<file path="src/rtl/lsgb_pkg.sv">
// package: register map, reset values and bus carriers of the shared gpio banks
package lsgb_pkg;

    // ****************************************************
    // widths
    // ****************************************************
    localparam int LSGB_ADDR_W = 12;
    localparam int LSGB_DATA_W = 32;
    localparam int LSGB_F_PINS = 8;
    localparam int LSGB_G_PINS = 6;
    localparam int LSGB_PINS = LSGB_F_PINS + LSGB_G_PINS;
    localparam int LSGB_SEG_BASE = 28;
    localparam int LSGB_SEN_BASE = 24;

    // ****************************************************
    // register indices and byte addresses
    // ****************************************************
    localparam logic [9:0] LSGB_IDX_DIR_F = 10'h185;
    localparam logic [9:0] LSGB_IDX_DIR_G = 10'h187;
    localparam logic [9:0] LSGB_IDX_LVL_F = 10'h188;
    localparam logic [9:0] LSGB_IDX_LVL_G = 10'h189;
    localparam logic [9:0] LSGB_IDX_SEN_24 = 10'h19c;
    localparam logic [9:0] LSGB_IDX_SEN_32 = 10'h19d;
    localparam logic [9:0] LSGB_IDX_SEN_40 = 10'h19e;

    localparam logic [LSGB_ADDR_W-1:0] LSGB_ADDR_DIR_F = {LSGB_IDX_DIR_F, 2'b00};
    localparam logic [LSGB_ADDR_W-1:0] LSGB_ADDR_DIR_G = {LSGB_IDX_DIR_G, 2'b00};
    localparam logic [LSGB_ADDR_W-1:0] LSGB_ADDR_LVL_F = {LSGB_IDX_LVL_F, 2'b00};
    localparam logic [LSGB_ADDR_W-1:0] LSGB_ADDR_LVL_G = {LSGB_IDX_LVL_G, 2'b00};
    localparam logic [LSGB_ADDR_W-1:0] LSGB_ADDR_SEN_24 = {LSGB_IDX_SEN_24, 2'b00};
    localparam logic [LSGB_ADDR_W-1:0] LSGB_ADDR_SEN_32 = {LSGB_IDX_SEN_32, 2'b00};
    localparam logic [LSGB_ADDR_W-1:0] LSGB_ADDR_SEN_40 = {LSGB_IDX_SEN_40, 2'b00};

    // ****************************************************
    // reset values
    // ****************************************************
    localparam logic [7:0] LSGB_RST_DIR_F = 8'hff;
    localparam logic [5:0] LSGB_RST_DIR_G = 6'h3f;
    localparam logic [7:0] LSGB_RST_LVL_F = 8'h00;
    localparam logic [5:0] LSGB_RST_LVL_G = 6'h00;
    localparam logic [7:0] LSGB_RST_SEN = 8'h00;
    localparam logic [1:0] LSGB_RST_SEN_40 = 2'h0;
    localparam logic [LSGB_DATA_W-1:0] LSGB_ZERO_WORD = 32'h0000_0000;

    // ****************************************************
    // bus carriers
    // ****************************************************
    typedef struct packed {
        logic psel;
        logic penable;
        logic pwrite;
        logic [LSGB_ADDR_W-1:0] paddr;
        logic [LSGB_DATA_W-1:0] pwdata;
    } lsgb_apb_req_t;

    typedef struct packed {
        logic pready;
        logic pslverr;
        logic [LSGB_DATA_W-1:0] prdata;
    } lsgb_apb_rsp_t;

    typedef struct packed {
        logic [LSGB_PINS-1:0] level;
        logic [LSGB_PINS-1:0] floatSeg;
    } lsgb_seg_drive_t;

endpackage

</file>
<file path="src/rtl/lsgb_pin_mux.sv">
// module: one shared pin, choosing between segment drive and port latch
`timescale 1ns/100ps
`default_nettype none
module lsgb_pin_mux
(
    input wire logic segOwn,
    input wire logic segLevel,
    input wire logic segFloat,
    input wire logic latchBit,
    input wire logic dirBit,
    output logic padLevel,
    output logic padOeN
);

    // ****************************************************
    // pin ownership
    // ****************************************************
    always_comb
    begin
        if (segOwn)
        begin
            padLevel = segLevel;
            padOeN = segFloat;
        end
        else
        begin
            padLevel = latchBit;
            padOeN = dirBit;
        end
    end

endmodule
`default_nettype wire

</file>
<file path="src/rtl/lsgb_banks.sv">
// module: two gpio banks sharing their pins with lcd segment outputs, apb slave
`timescale 1ns/100ps
`default_nettype none

module lsgb_banks
    import lsgb_pkg::*;
(
    input wire logic clk,
    input wire logic rst,
    input wire logic otherReset,
    input wire lsgb_apb_req_t apbReq,
    output lsgb_apb_rsp_t apbRsp,
    input wire logic lcdModuleEnable,
    input wire lsgb_seg_drive_t lcdSegmentOutput,
    input wire logic [LSGB_F_PINS-1:0] bankFPinsIn,
    output logic [LSGB_F_PINS-1:0] bankFPinsOut,
    output logic [LSGB_F_PINS-1:0] bankFPinsOeN,
    input wire logic [LSGB_G_PINS-1:0] bankGPinsIn,
    output logic [LSGB_G_PINS-1:0] bankGPinsOut,
    output logic [LSGB_G_PINS-1:0] bankGPinsOeN
);

    // ****************************************************
    // state
    // ****************************************************
    typedef struct packed {
        logic [7:0] dirF;
        logic [5:0] dirG;
        logic [7:0] latchF;
        logic [5:0] latchG;
        logic [7:0] segEn24;
        logic [7:0] segEn32;
        logic [1:0] segEn40;
        logic pready;
        logic pslverr;
        logic [LSGB_DATA_W-1:0] prdata;
        logic [LSGB_PINS-1:0] padOut;
        logic [LSGB_PINS-1:0] padOeN;
    } lsgb_state_t;

    lsgb_state_t state_reg;
    lsgb_state_t state_next;

    // ****************************************************
    // pin view
    // ****************************************************
    logic [LSGB_PINS-1:0] allLatch;
    logic [LSGB_PINS-1:0] allDir;
    logic [17:0] segEnAll;
    logic [LSGB_PINS-1:0] segOwn;
    logic [LSGB_PINS-1:0] muxLevel;
    logic [LSGB_PINS-1:0] muxOeN;

    assign allLatch = {state_reg.latchG, state_reg.latchF};
    assign allDir = {state_reg.dirG, state_reg.dirF};
    assign segEnAll = {state_reg.segEn40, state_reg.segEn32, state_reg.segEn24};

    // ****************************************************
    // per pin segment map and ownership
    // ****************************************************
    genvar p;
    generate
        for (p = 0; p < LSGB_PINS; p = p + 1)
        begin : gPin
            // segment number on this pin, counted from the segment base
            localparam int SEG_IDX = (p < 4) ? p + 4 : ((p < 8) ? p - 4 : p);
            localparam int EN_IDX = SEG_IDX + LSGB_SEG_BASE - LSGB_SEN_BASE;

            assign segOwn[p] = lcdModuleEnable & segEnAll[EN_IDX];

            lsgb_pin_mux uMux
            (
                .segOwn(segOwn[p]),
                .segLevel(lcdSegmentOutput.level[SEG_IDX]),
                .segFloat(lcdSegmentOutput.floatSeg[SEG_IDX]),
                .latchBit(allLatch[p]),
                .dirBit(allDir[p]),
                .padLevel(muxLevel[p]),
                .padOeN(muxOeN[p])
            );
        end
    endgenerate

    // ****************************************************
    // bus phases
    // ****************************************************
    logic setupPhase;
    logic commitWrite;

    assign setupPhase = apbReq.psel & ~apbReq.penable;
    assign commitWrite = apbReq.psel & apbReq.penable & state_reg.pready & apbReq.pwrite & ~state_reg.pslverr;

    // ****************************************************
    // next state
    // ****************************************************
    always_comb
    begin
        state_next = state_reg;
        state_next.pready = 1'b0;
        state_next.pslverr = 1'b0;
        state_next.prdata = LSGB_ZERO_WORD;

        // answer is prepared in the setup cycle, pready stands in access
        if (setupPhase)
        begin
            state_next.pready = 1'b1;
            case (apbReq.paddr)
                LSGB_ADDR_DIR_F:
                begin
                    state_next.prdata = {24'h00_0000, state_reg.dirF};
                end
                LSGB_ADDR_DIR_G:
                begin
                    state_next.prdata = {26'h000_0000, state_reg.dirG};
                end
                LSGB_ADDR_LVL_F:
                begin
                    state_next.prdata = {24'h00_0000, bankFPinsIn};
                end
                LSGB_ADDR_LVL_G:
                begin
                    state_next.prdata = {26'h000_0000, bankGPinsIn};
                end
                LSGB_ADDR_SEN_24:
                begin
                    state_next.prdata = {24'h00_0000, state_reg.segEn24};
                end
                LSGB_ADDR_SEN_32:
                begin
                    state_next.prdata = {24'h00_0000, state_reg.segEn32};
                end
                LSGB_ADDR_SEN_40:
                begin
                    state_next.prdata = {30'h0000_0000, state_reg.segEn40};
                end
                default:
                begin
                    state_next.pslverr = 1'b1;
                end
            endcase
        end

        // write takes effect at the completing edge only
        if (commitWrite)
        begin
            case (apbReq.paddr)
                LSGB_ADDR_DIR_F:
                begin
                    state_next.dirF = apbReq.pwdata[7:0];
                end
                LSGB_ADDR_DIR_G:
                begin
                    state_next.dirG = apbReq.pwdata[5:0];
                end
                LSGB_ADDR_LVL_F:
                begin
                    state_next.latchF = apbReq.pwdata[7:0];
                end
                LSGB_ADDR_LVL_G:
                begin
                    state_next.latchG = apbReq.pwdata[5:0];
                end
                LSGB_ADDR_SEN_24:
                begin
                    state_next.segEn24 = apbReq.pwdata[7:0];
                end
                LSGB_ADDR_SEN_32:
                begin
                    state_next.segEn32 = apbReq.pwdata[7:0];
                end
                LSGB_ADDR_SEN_40:
                begin
                    state_next.segEn40 = apbReq.pwdata[1:0];
                end
                default:
                begin
                end
            endcase
        end

        // other resets touch only the directions; latches and enables stay
        if (otherReset)
        begin
            state_next.dirF = LSGB_RST_DIR_F;
            state_next.dirG = LSGB_RST_DIR_G;
        end

        state_next.padOut = muxLevel;
        state_next.padOeN = muxOeN;
        if (otherReset)
        begin
            // pins fall back to inputs unless a segment owns them
            state_next.padOeN = muxOeN | ~segOwn;
        end
    end

    // ****************************************************
    // registers
    // ****************************************************
    always_ff @(posedge clk or posedge rst)
    begin
        if (rst)
        begin
            state_reg.dirF <= LSGB_RST_DIR_F;
            state_reg.dirG <= LSGB_RST_DIR_G;
            state_reg.latchF <= LSGB_RST_LVL_F;
            state_reg.latchG <= LSGB_RST_LVL_G;
            state_reg.segEn24 <= LSGB_RST_SEN;
            state_reg.segEn32 <= LSGB_RST_SEN;
            state_reg.segEn40 <= LSGB_RST_SEN_40;
            state_reg.pready <= 1'b0;
            state_reg.pslverr <= 1'b0;
            state_reg.prdata <= LSGB_ZERO_WORD;
            state_reg.padOut <= '0;
            state_reg.padOeN <= '1;
        end
        else
        begin
            state_reg <= state_next;
        end
    end

    // ****************************************************
    // outputs
    // ****************************************************
    assign apbRsp.pready = state_reg.pready;
    assign apbRsp.pslverr = state_reg.pslverr;
    assign apbRsp.prdata = state_reg.prdata;
    assign bankFPinsOut = state_reg.padOut[LSGB_F_PINS-1:0];
    assign bankFPinsOeN = state_reg.padOeN[LSGB_F_PINS-1:0];
    assign bankGPinsOut = state_reg.padOut[LSGB_PINS-1:LSGB_F_PINS];
    assign bankGPinsOeN = state_reg.padOeN[LSGB_PINS-1:LSGB_F_PINS];

endmodule
`default_nettype wire

</file>
<file path="config.mk">
export PLATFORM = sky130hd
export DESIGN_NAME = lsgb_banks
export DESIGN_NICKNAME = d
export VERILOG_FILES = /design/src/rtl/lsgb_pkg.sv /design/src/rtl/lsgb_pin_mux.sv /design/src/rtl/lsgb_banks.sv
export SDC_FILE = /design/constraint.sdc
export NUM_CORES = 1
export LEC_CHECK = 0
export ABC_CLOCK_PERIOD_IN_PS = 2240
export BUFFER_PORTS_ARGS = -buffer_cell sky130_fd_sc_hd__buf_2
export CAP_MARGIN = 20
export CORE_UTILIZATION = 44
export CTS_CLUSTER_DIAMETER = 100
export CTS_CLUSTER_SIZE = 12
export DETAILED_ROUTE_END_ITERATION = 10
export GPL_ROUTABILITY_DRIVEN = 0
export GPL_TIMING_DRIVEN = 0
export PLACE_DENSITY = 0.79
export SYNTH_ARGS = -nofsm -noshare
export SYNTH_HDL_FRONTEND = slang
export SYNTH_SLANG_ARGS = --single-unit
</file>
<file path="constraint.sdc">
create_clock -name clk -period 2.24 [get_ports clk]
set_clock_uncertainty 0.1 [all_clocks]
set_input_delay 0 -clock clk [delete_from_list [all_inputs] [get_ports clk]]
set_output_delay 0 -clock clk [all_outputs]
set_load 0.05 [all_outputs]
</file>
==> results of run 1 <==
[area by class of cell]
cell class	count	area, um2	area share [%]
Sequential cell	84	2137	37.42
Inverter	5	21.27	0.3725
Timing Repair Buffer	170	1199	20.99
Multi-Input combinational cell	249	1743	30.52
Clock inverter	7	81.33	1.424
Buffer	42	270.3	4.733
Clock buffer	9	123.9	2.169
Tap cell	108	135.1	2.366
[metal layers]
metal	part of all wire [%]	vias to the layer above	track usage (%)
met5	0	-	0
met4	2.7	0	8.840
met3	8.0	31	5.154
met2	49	206	40.90
met1	41	1718	30.34
li1	-	1649	-
[where the power goes]
group          leakage (nW)  internal (mW)  switching, mW
registers              1.08           1.52       0.000860
clock network         0.101          0.533          0.616
logic                  1.64          0.163          0.240
[registers in the layout, indices dropped and copies added, names as in the netlist]
signal	count
segEnAll	18
apbRsp	10
bankFPinsOeN	8
allDir	14
bankFPinsOut	8
bankGPinsOut	6
bankGPinsOeN	6
allLatch	14
[cells by family (layout without fill, tap and decap cells)]
group | after synthesis | in the layout
xor+xnor | 1 | 1
buf+inv | 47 | 233
flops | 84 | 84
mux | 49 | 49
compound gates | 66 | 66
other cells | 1 | 24
simple gates | 109 | 109
[worst register-to-register path: stages, from the launching register on]
cell and delay (ns):
sky130_fd_sc_hd__dfrtp_1 0.39, sky130_fd_sc_hd__nand4b_1 0.21, sky130_fd_sc_hd__nor4b_4 0.33, sky130_fd_sc_hd__buf_2 0.28
sky130_fd_sc_hd__nand3_2 0.27, sky130_fd_sc_hd__mux2_2 0.38
[placed cells by master (no fill, tap or decap), types with 3 or more instances in the layout]
master                          Yosys  layout
sky130_fd_sc_hd__inv_6              0       4
sky130_fd_sc_hd__nor2b_1            3       3
sky130_fd_sc_hd__nor2_1            34      34
sky130_fd_sc_hd__dfstp_2           28      28
sky130_fd_sc_hd__a211o_1           12      12
sky130_fd_sc_hd__dfrtp_1           56      56
sky130_fd_sc_hd__buf_2              6     109
sky130_fd_sc_hd__a21oi_1           21      21
sky130_fd_sc_hd__buf_4             26      26
sky130_fd_sc_hd__mux2_2            48      48
sky130_fd_sc_hd__inv_1              5       4
sky130_fd_sc_hd__nand4_1            4       4
sky130_fd_sc_hd__conb_1             1      24
sky130_fd_sc_hd__nor3b_1            4       4
sky130_fd_sc_hd__o21ai_0            4       4
sky130_fd_sc_hd__a22oi_1            9       9
sky130_fd_sc_hd__clkbuf_8           0       9
sky130_fd_sc_hd__and3_1            20      20
sky130_fd_sc_hd__clkbuf_1           8       8
sky130_fd_sc_hd__nand2_1           19      19
sky130_fd_sc_hd__o22a_1             3       3
sky130_fd_sc_hd__and2_1             4       4
sky130_fd_sc_hd__a21o_1             4       4
sky130_fd_sc_hd__dlygate4sd3_1      0      65
[what timing repair did]
| item | CTS | global route |
|---|---|---|
| hold endpoints to repair | 148 | 0 |
| endpoints found under the setup margin | 0 | 8 |
| resized for setup | 0 | 1 |
| hold buffers | 65 | 0 |
[worst paths after layout]
path / startpoint / to / slack [ns] / depth (start not counted)
setup / recovery: apbRsp[32] / segEnAll[2] / 0.16 / 5
hold / removal: lcdModuleEnable / bankGPinsOut[3] / 0.01 / 3
setup reg to reg: apbRsp[32] / segEnAll[2] / 0.16 / 5
hold reg to reg: allLatch[2] / allLatch[2] / 0.41 / 1
max in group asynchronous: rst / allDir[3] / 1.33 / 4
min in group asynchronous: rst / bankGPinsOut[1] / 0.07 / 3
[stage by stage]
stage                     utilization [%]  setup WS, ns  power [mW]  cell area [um2]  cells
after global placement              54.37       -0.9346       1.866             4811    591
after floorplan                         -       0.02119       1.763             4160    380
final                               64.54        0.1578       3.073             5710    674
after global routing                64.54       0.05832       3.169             5710    674
after detailed placement            54.71       0.03560       1.878             4841    592
after CTS                           64.38        0.1022       3.084             5697    673
==> impl_table.tex, run 1 <==
\begin{tabular}{lr}
\hline
Metric & Value \\
\hline
\multicolumn{2}{l}{\textbf{STA}} \\
Final hold vios & 0 \\
Transition time of the tightest slew-check pin & 0.9176 ns \\
Post-Route Hold Slack & 0.01373 ns \\
Setup repair after global routing missed its margin & false \\
Final worst path period need & 2.082 ns \\
Fin. max-slew vios & 0 \\
Setup TNS & 0 ns \\
FMAX & 480.3 MHz \\
Max\_slew headroom & 37.97\% \\
Final worst path period share & 92.96\% \\
Total of endpoints with negative setup slack in the final report & 0 \\
\multicolumn{2}{l}{\textbf{Floorplan}} \\
Rows & 34 \\
I/O pin count & 155 \\
Horizontal extent of the die & 98.23 um \\
Die area & 0.009648 mm2 \\
Initial Utilization & 46.04\% \\
Die Height & 98.23 um \\
Std-Cell Core Area & 0.008848 mm2 \\
\multicolumn{2}{l}{\textbf{Logic synthesis}} \\
Number of distinct library cell variants in the gate-level netlist after synthesis & 52 \\
Largest family of logic cells by synthesized area & simple AND/OR/NAND/NOR gates \\
Most frequent cell after synthesis & sky130\_fd\_sc\_hd\_\_dfrtp\_1 \\
Synth top cells by count & sky130\_fd\_sc\_hd\_\_dfrtp\_1 (56), sky130\_fd\_sc\_hd\_\_mux2\_2 (48), sky130\_fd\_sc\_hd\_\_nor2\_1 (34) \\
Yosys top cell by area & sky130\_fd\_sc\_hd\_\_dfrtp\_1 \\
Mean instance size in the synthesized netlist & 11.41 um2 \\
Simple-gate area share of the yosys netlist & 15.05\% \\
Multiplexer share of the synthesized area & 13.51\% \\
Synthesized cell area & 0.004074 mm2 \\
Part of the Yosys area used for sequential elements & 52.46\% \\
Number of flops mapped to enable cells by yosys & 0 \\
Leading post-synthesis cells by cell area & sky130\_fd\_sc\_hd\_\_dfrtp\_1 (34\%), sky130\_fd\_sc\_hd\_\_dfstp\_2 (18\%), sky130\_fd\_sc\_hd\_\_mux2\_2 (13\%), sky130\_fd\_sc\_hd\_\_buf\_4 (4.8\%), sky130\_fd\_sc\_hd\_\_nor2\_1 (3.1\%) \\
Synthesis-stage register bit count & 84 \\
Share of the synthesized area in compound gates (AO/OA/AOI/OAI) & 11.58\% \\
Adder-cell area share of the yosys netlist & 0\% \\
Mapped Cells & 357 \\
Warning count from the yosys run & 0 \\
Share of synthesized registers carrying an async set or reset & 100.0\% \\
Xor-xnor portion of the synthesized cell area & 0.2150\% \\
Top\_reg\_cell synth & sky130\_fd\_sc\_hd\_\_dfrtp\_1 \\
Area share of the largest cell type after synthesis & 34.40\% \\
\multicolumn{2}{l}{\textbf{Setup path}} \\
Slowest cell delay on critical path & 0.39 ns \\
Crit path max-delay cell type & sky130\_fd\_sc\_hd\_\_dfrtp\_1 \\
List of cells traversed by the critical path & nand4b\_1 > nor4b\_4 > buf\_2 > nand3\_2 > mux2\_2 \\
Arrival time at the worst endpoint & 2.24 ns \\
Top fanout value on the critical path & 10 \\
Kind of cell adding the most delay to the critical path & simple AND/OR/NAND/NOR gates \\
Type of the worst setup path & register to register \\
CP Capture Type & register \\
Startpoint class of the critical path & register \\
CP bufs+invs & 1 \\
CP required & 2.40 ns \\
\multicolumn{2}{l}{\textbf{Worst hold path}} \\
Type of the worst min-delay path & primary input to register \\
\multicolumn{2}{l}{\textbf{Place}} \\
Port Buf Inserts & 103 \\
Hpwl dp & 7575 um \\
\multicolumn{2}{l}{\textbf{Clocking}} \\
Skew-Pair Late Insertion Delay & 0.38 ns \\
Maximum clock insertion buffer count & 2 \\
Post-CTS clock slew at the launch and capture registers of the worst setup and hold paths & 0.10 ns \\
H-tree depth reported by CTS & 3 \\
CTS tree & yes \\
Cell at the root of the clock tree & sky130\_fd\_sc\_hd\_\_clkbuf\_8 \\
TritonCTS Sinks & 84 \\
Number of clock buffers inserted by TritonCTS & 9 \\
Setup repair bufs after CTS & 0 \\
\multicolumn{2}{l}{\textbf{GRT}} \\
Number of antenna violations at the first check in global routing & 0 \\
Number of global-route vias before repair & 3503 \\
Total grt overflow & 0 \\
Gr usage total & 24.08\% \\
First-pass GRT wire length & 17600 um \\
Pin count of the biggest net entering global routing & 56 \\
\multicolumn{2}{l}{\textbf{Finish}} \\
Filler Cells Inserted & 722 \\
N\_diodes & 0 \\
Area Growth Syn to Fin & 40.17\% \\
Layout cell share with drive strength beyond 1 & 42.23\% \\
Net count reported at finish & 654 \\
\multicolumn{2}{l}{\textbf{Route}} \\
Routed length per placed instance & 17.00 um \\
Vias after detailed routing & 3604 \\
Number of detailed-route iterations in the first pass & 10 \\
Antenna-violating nets left & 0 \\
Drt first-iter violations & 341 \\
DR DRC count & 13 \\
Avg Vias per Cell & 5.347 \\
Final Routed Wirelength & 11460 um \\
\multicolumn{2}{l}{\textbf{Power}} \\
Static leakage power & 2.815 nW \\
Worst IR drop on VDD & 0.2775 mV \\
Pwr dens & 538.1 mW/mm2 \\
\multicolumn{2}{l}{\textbf{Run}} \\
Maxcap violations & 0 \\
\multicolumn{2}{l}{\textbf{Outcome}} \\
Run status & finished, violations left \\
Violations in the final reports & design-rule violations \\
\hline
\end{tabular}
Power figures use the tool's default switching activity.
==> run 2, diff against run 1 <==
--- a/config.mk
+++ b/config.mk
@@ -7,7 +7,7 @@
 export LEC_CHECK = 0
 export ABC_CLOCK_PERIOD_IN_PS = 2240
 export BUFFER_PORTS_ARGS = -buffer_cell sky130_fd_sc_hd__buf_2
-export CAP_MARGIN = 20
+export CAP_MARGIN = 25
 export CORE_UTILIZATION = 44
 export CTS_CLUSTER_DIAMETER = 100
 export CTS_CLUSTER_SIZE = 12
@@ -15,6 +15,7 @@
 export GPL_ROUTABILITY_DRIVEN = 0
 export GPL_TIMING_DRIVEN = 0
 export PLACE_DENSITY = 0.79
+export REMOVE_ABC_BUFFERS = 1
 export SYNTH_ARGS = -nofsm -noshare
 export SYNTH_HDL_FRONTEND = slang
 export SYNTH_SLANG_ARGS = --single-unit
==> impl_table.tex, run 2 (same netlist as run 1, synthesis figures left out) <==
\begin{tabular}{lr}
\hline
Metric & Value \\
\hline
\multicolumn{2}{l}{\textbf{Finish}} \\
Utilization of the core after routing & 61.43\% (was 64.54\%) \\
Net count reported at finish & 614 (was 654) \\
Most common library cell in the layout ignoring fill and taps & sky130\_fd\_sc\_hd\_\_buf\_2 (unchanged) \\
Leading cell types in the layout, fill and taps excluded & sky130\_fd\_sc\_hd\_\_buf\_2 (106), sky130\_fd\_sc\_hd\_\_dlygate4sd3\_1 (62), sky130\_fd\_sc\_hd\_\_dfrtp\_1 (56) (was sky130\_fd\_sc\_hd\_\_buf\_2 (109), sky130\_fd\_sc\_hd\_\_dlygate4sd3\_1 (65), sky130\_fd\_sc\_hd\_\_dfrtp\_1 (56)) \\
N\_diodes & 0 (unchanged) \\
Layout Cells excl Fill & 634 (was 674) \\
Layout cell share with drive strength beyond 1 & 40.11\% (was 42.23\%) \\
Max FFs per register & 18 (unchanged) \\
Area Growth Syn to Fin & 33.42\% (was 40.17\%) \\
Filler Cells Inserted & 733 (was 722) \\
\multicolumn{2}{l}{\textbf{Route}} \\
Avg Vias per Cell & 5.516 (was 5.347) \\
Number of detailed-route iterations in the first pass & 10 (unchanged) \\
Met2 wire length & 5292 um (was 5589 um) \\
Routed length per placed instance & 17.29 um (was 17.00 um) \\
Drt first-iter violations & 274 (was 341) \\
Sum of routed wire segments on met1 & 4588 um (was 4650 um) \\
Vias after detailed routing & 3497 (was 3604) \\
Final Routed Wirelength & 10960 um (was 11460 um) \\
Highest routing layer actually used & met4 (unchanged) \\
Antenna-violating nets left & 0 (unchanged) \\
DR DRC count & 13 (unchanged) \\
Met3 wire length & 845 um (was 914 um) \\
\multicolumn{2}{l}{\textbf{Setup path}} \\
Launch point of the worst path & apbRsp[32] (unchanged) \\
Reg2reg start & apbRsp[32] (unchanged) \\
Type of the worst setup path & register to register (unchanged) \\
CP bufs+invs & 1 (unchanged) \\
CP Capture Type & register (unchanged) \\
CP required & 2.38 ns (was 2.40 ns) \\
Kind of cell adding the most delay to the critical path & simple AND/OR/NAND/NOR gates (unchanged) \\
Top fanout value on the critical path & 19 (was 10) \\
Crit path max-delay cell type & sky130\_fd\_sc\_hd\_\_dfrtp\_1 (unchanged) \\
List of cells traversed by the critical path & nand4b\_1 > nor4b\_4 > buf\_6 > and3\_4 > mux2\_2 (was nand4b\_1 > nor4b\_4 > buf\_2 > nand3\_2 > mux2\_2) \\
Arrival time at the worst endpoint & 2.28 ns (was 2.24 ns) \\
Startpoint class of the critical path & register (unchanged) \\
Slowest cell delay on critical path & 0.38 ns (was 0.39 ns) \\
\multicolumn{2}{l}{\textbf{Clocking}} \\
Post-CTS clock slew at the launch and capture registers of the worst setup and hold paths & 0.08 ns (was 0.10 ns) \\
H-tree depth reported by CTS & 3 (unchanged) \\
Number of clock buffers inserted by TritonCTS & 9 (unchanged) \\
Maximum clock insertion buffer count & 2 (unchanged) \\
Cell at the root of the clock tree & sky130\_fd\_sc\_hd\_\_clkbuf\_8 (unchanged) \\
TritonCTS Sinks & 84 (unchanged) \\
CTS tree & yes (unchanged) \\
Skew-Pair Late Insertion Delay & 0.36 ns (was 0.38 ns) \\
\multicolumn{2}{l}{\textbf{GRT}} \\
Pin count of the biggest net entering global routing & 49 (was 56) \\
Number of antenna violations at the first check in global routing & 0 (unchanged) \\
Total grt overflow & 0 (unchanged) \\
Gr usage total & 22.99\% (was 24.08\%) \\
First-pass GRT wire length & 17090 um (was 17600 um) \\
Number of global-route vias before repair & 3433 (was 3503) \\
\multicolumn{2}{l}{\textbf{STA}} \\
FMAX & 467.9 MHz (was 480.3 MHz) \\
Setup repair after global routing missed its margin & false (unchanged) \\
Final worst path period need & 2.137 ns (was 2.082 ns) \\
Max\_slew headroom & 44.05\% (was 37.97\%) \\
Post-Route Hold Slack & 0.02820 ns (was 0.01373 ns) \\
Total of endpoints with negative setup slack in the final report & 0 (unchanged) \\
Final worst path period share & 95.41\% (was 92.96\%) \\
Final hold vios & 0 (unchanged) \\
Transition time of the tightest slew-check pin & 0.8276 ns (was 0.9176 ns) \\
Fin. max-slew vios & 0 (unchanged) \\
\multicolumn{2}{l}{\textbf{Worst hold path}} \\
Min-Delay Startpoint & lcdModuleEnable (unchanged) \\
Type of the worst min-delay path & primary input to register (unchanged) \\
\multicolumn{2}{l}{\textbf{Floorplan}} \\
Die Height & 98.23 um (unchanged) \\
Rows & 34 (unchanged) \\
Horizontal extent of the die & 98.23 um (unchanged) \\
Die area & 0.009648 mm2 (unchanged) \\
Initial Utilization & 46.04\% (unchanged) \\
I/O pin count & 155 (unchanged) \\
Std-Cell Core Area & 0.008848 mm2 (unchanged) \\
\multicolumn{2}{l}{\textbf{Run}} \\
Maxcap violations & 0 (unchanged) \\
\multicolumn{2}{l}{\textbf{Outcome}} \\
Run status & finished, violations left (unchanged) \\
Violations in the final reports & design-rule violations (unchanged) \\
\multicolumn{2}{l}{\textbf{Power}} \\
Power consumption & 2.944 mW (was 3.073 mW) \\
Worst IR drop on VDD & 0.3030 mV (was 0.2775 mV) \\
Pwr dens & 541.6 mW/mm2 (was 538.1 mW/mm2) \\
Static leakage power & 2.579 nW (was 2.815 nW) \\
\multicolumn{2}{l}{\textbf{Place}} \\
Cell Count Post-Placement & 554 (was 592) \\
Hpwl dp & 7156 um (was 7575 um) \\
Port Buf Inserts & 106 (was 103) \\
\hline
\end{tabular}
run 2: cell types whose count changed in the layout (fill, tap and decap cells not counted), sizes merged:
cell / previous run / this run
clkinvlp: 1 / 2
inv: 9 / 5
dlygate4sd3: 65 / 62
clkbuf: 18 / 13
buf: 138 / 109
run 2: stage by stage:
step,cell area (um2),setup TNS (ns),worst slack [ns]
2_1_floorplan,3890,-16.55,-0.5017
3_3_place_gp,4556,-94.21,-1.056
3_5_place_dp,4606,-2.276,-0.1794
4_1_cts,5419,0,0.01735
5_1_grt,5435,0,0.003492
6_report,5435,0,0.1028
run 2: tightest hold or removal path: stages:
cell,delay [ns]
sky130_fd_sc_hd__buf_2,0.21
sky130_fd_sc_hd__nand2_1,0.17
sky130_fd_sc_hd__a21oi_1,0.09
run 2: repair_timing:
item,in CTS,in global routing
hold buffers,62,0
pin swaps,0,1
setup buffers,0,1
endpoints found under the hold margin,149,0
endpoints found under the setup margin,22,17
gates resized for setup,4,1
run 2: path summary, 6_finish.rpt:
| path | to | slack, ns | cells past startpoint |
|---|---|---|---|
| max in group asynchronous | bankGPinsOeN[2] | 1.28 | 4 |
| setup reg to reg | allLatch[3] | 0.10 | 5 |
| hold reg to reg | segEnAll[0] | 0.41 | 1 |
| setup / recovery | allLatch[3] | 0.10 | 5 |
| min in group asynchronous | allLatch[9] | 0.11 | 3 |
| hold / removal | bankFPinsOeN[1] | 0.03 | 3 |
run 2: per-layer routing:
metal	vias up	GRT usage [%]
met5	-	0
met2	187	37.16
met1	1727	30.85
met3	22	3.865
li1	1561	-
met4	0	9.529
run 2: area by class of cell:
cell class	instances	area [um2]	share of cell area, %
clock buffers	12	135.1	2.486
clock inverters	4	50.05	0.9208
inverters	5	21.27	0.3913
multi-input cells	249	1754	32.27
flip-flops and latches	84	2137	39.32
well taps	108	135.1	2.486
repair buffers	172	1202	22.12
run 2: where the power goes:
part           switching (mW)  internal, mW  total, mW  leakage (nW)
Clock                   0.547         0.515       1.06        0.0866
Combinational           0.233         0.128      0.361          1.42
Sequential            0.00108          1.52       1.52          1.08
Total                   0.781          2.16       2.94          2.58
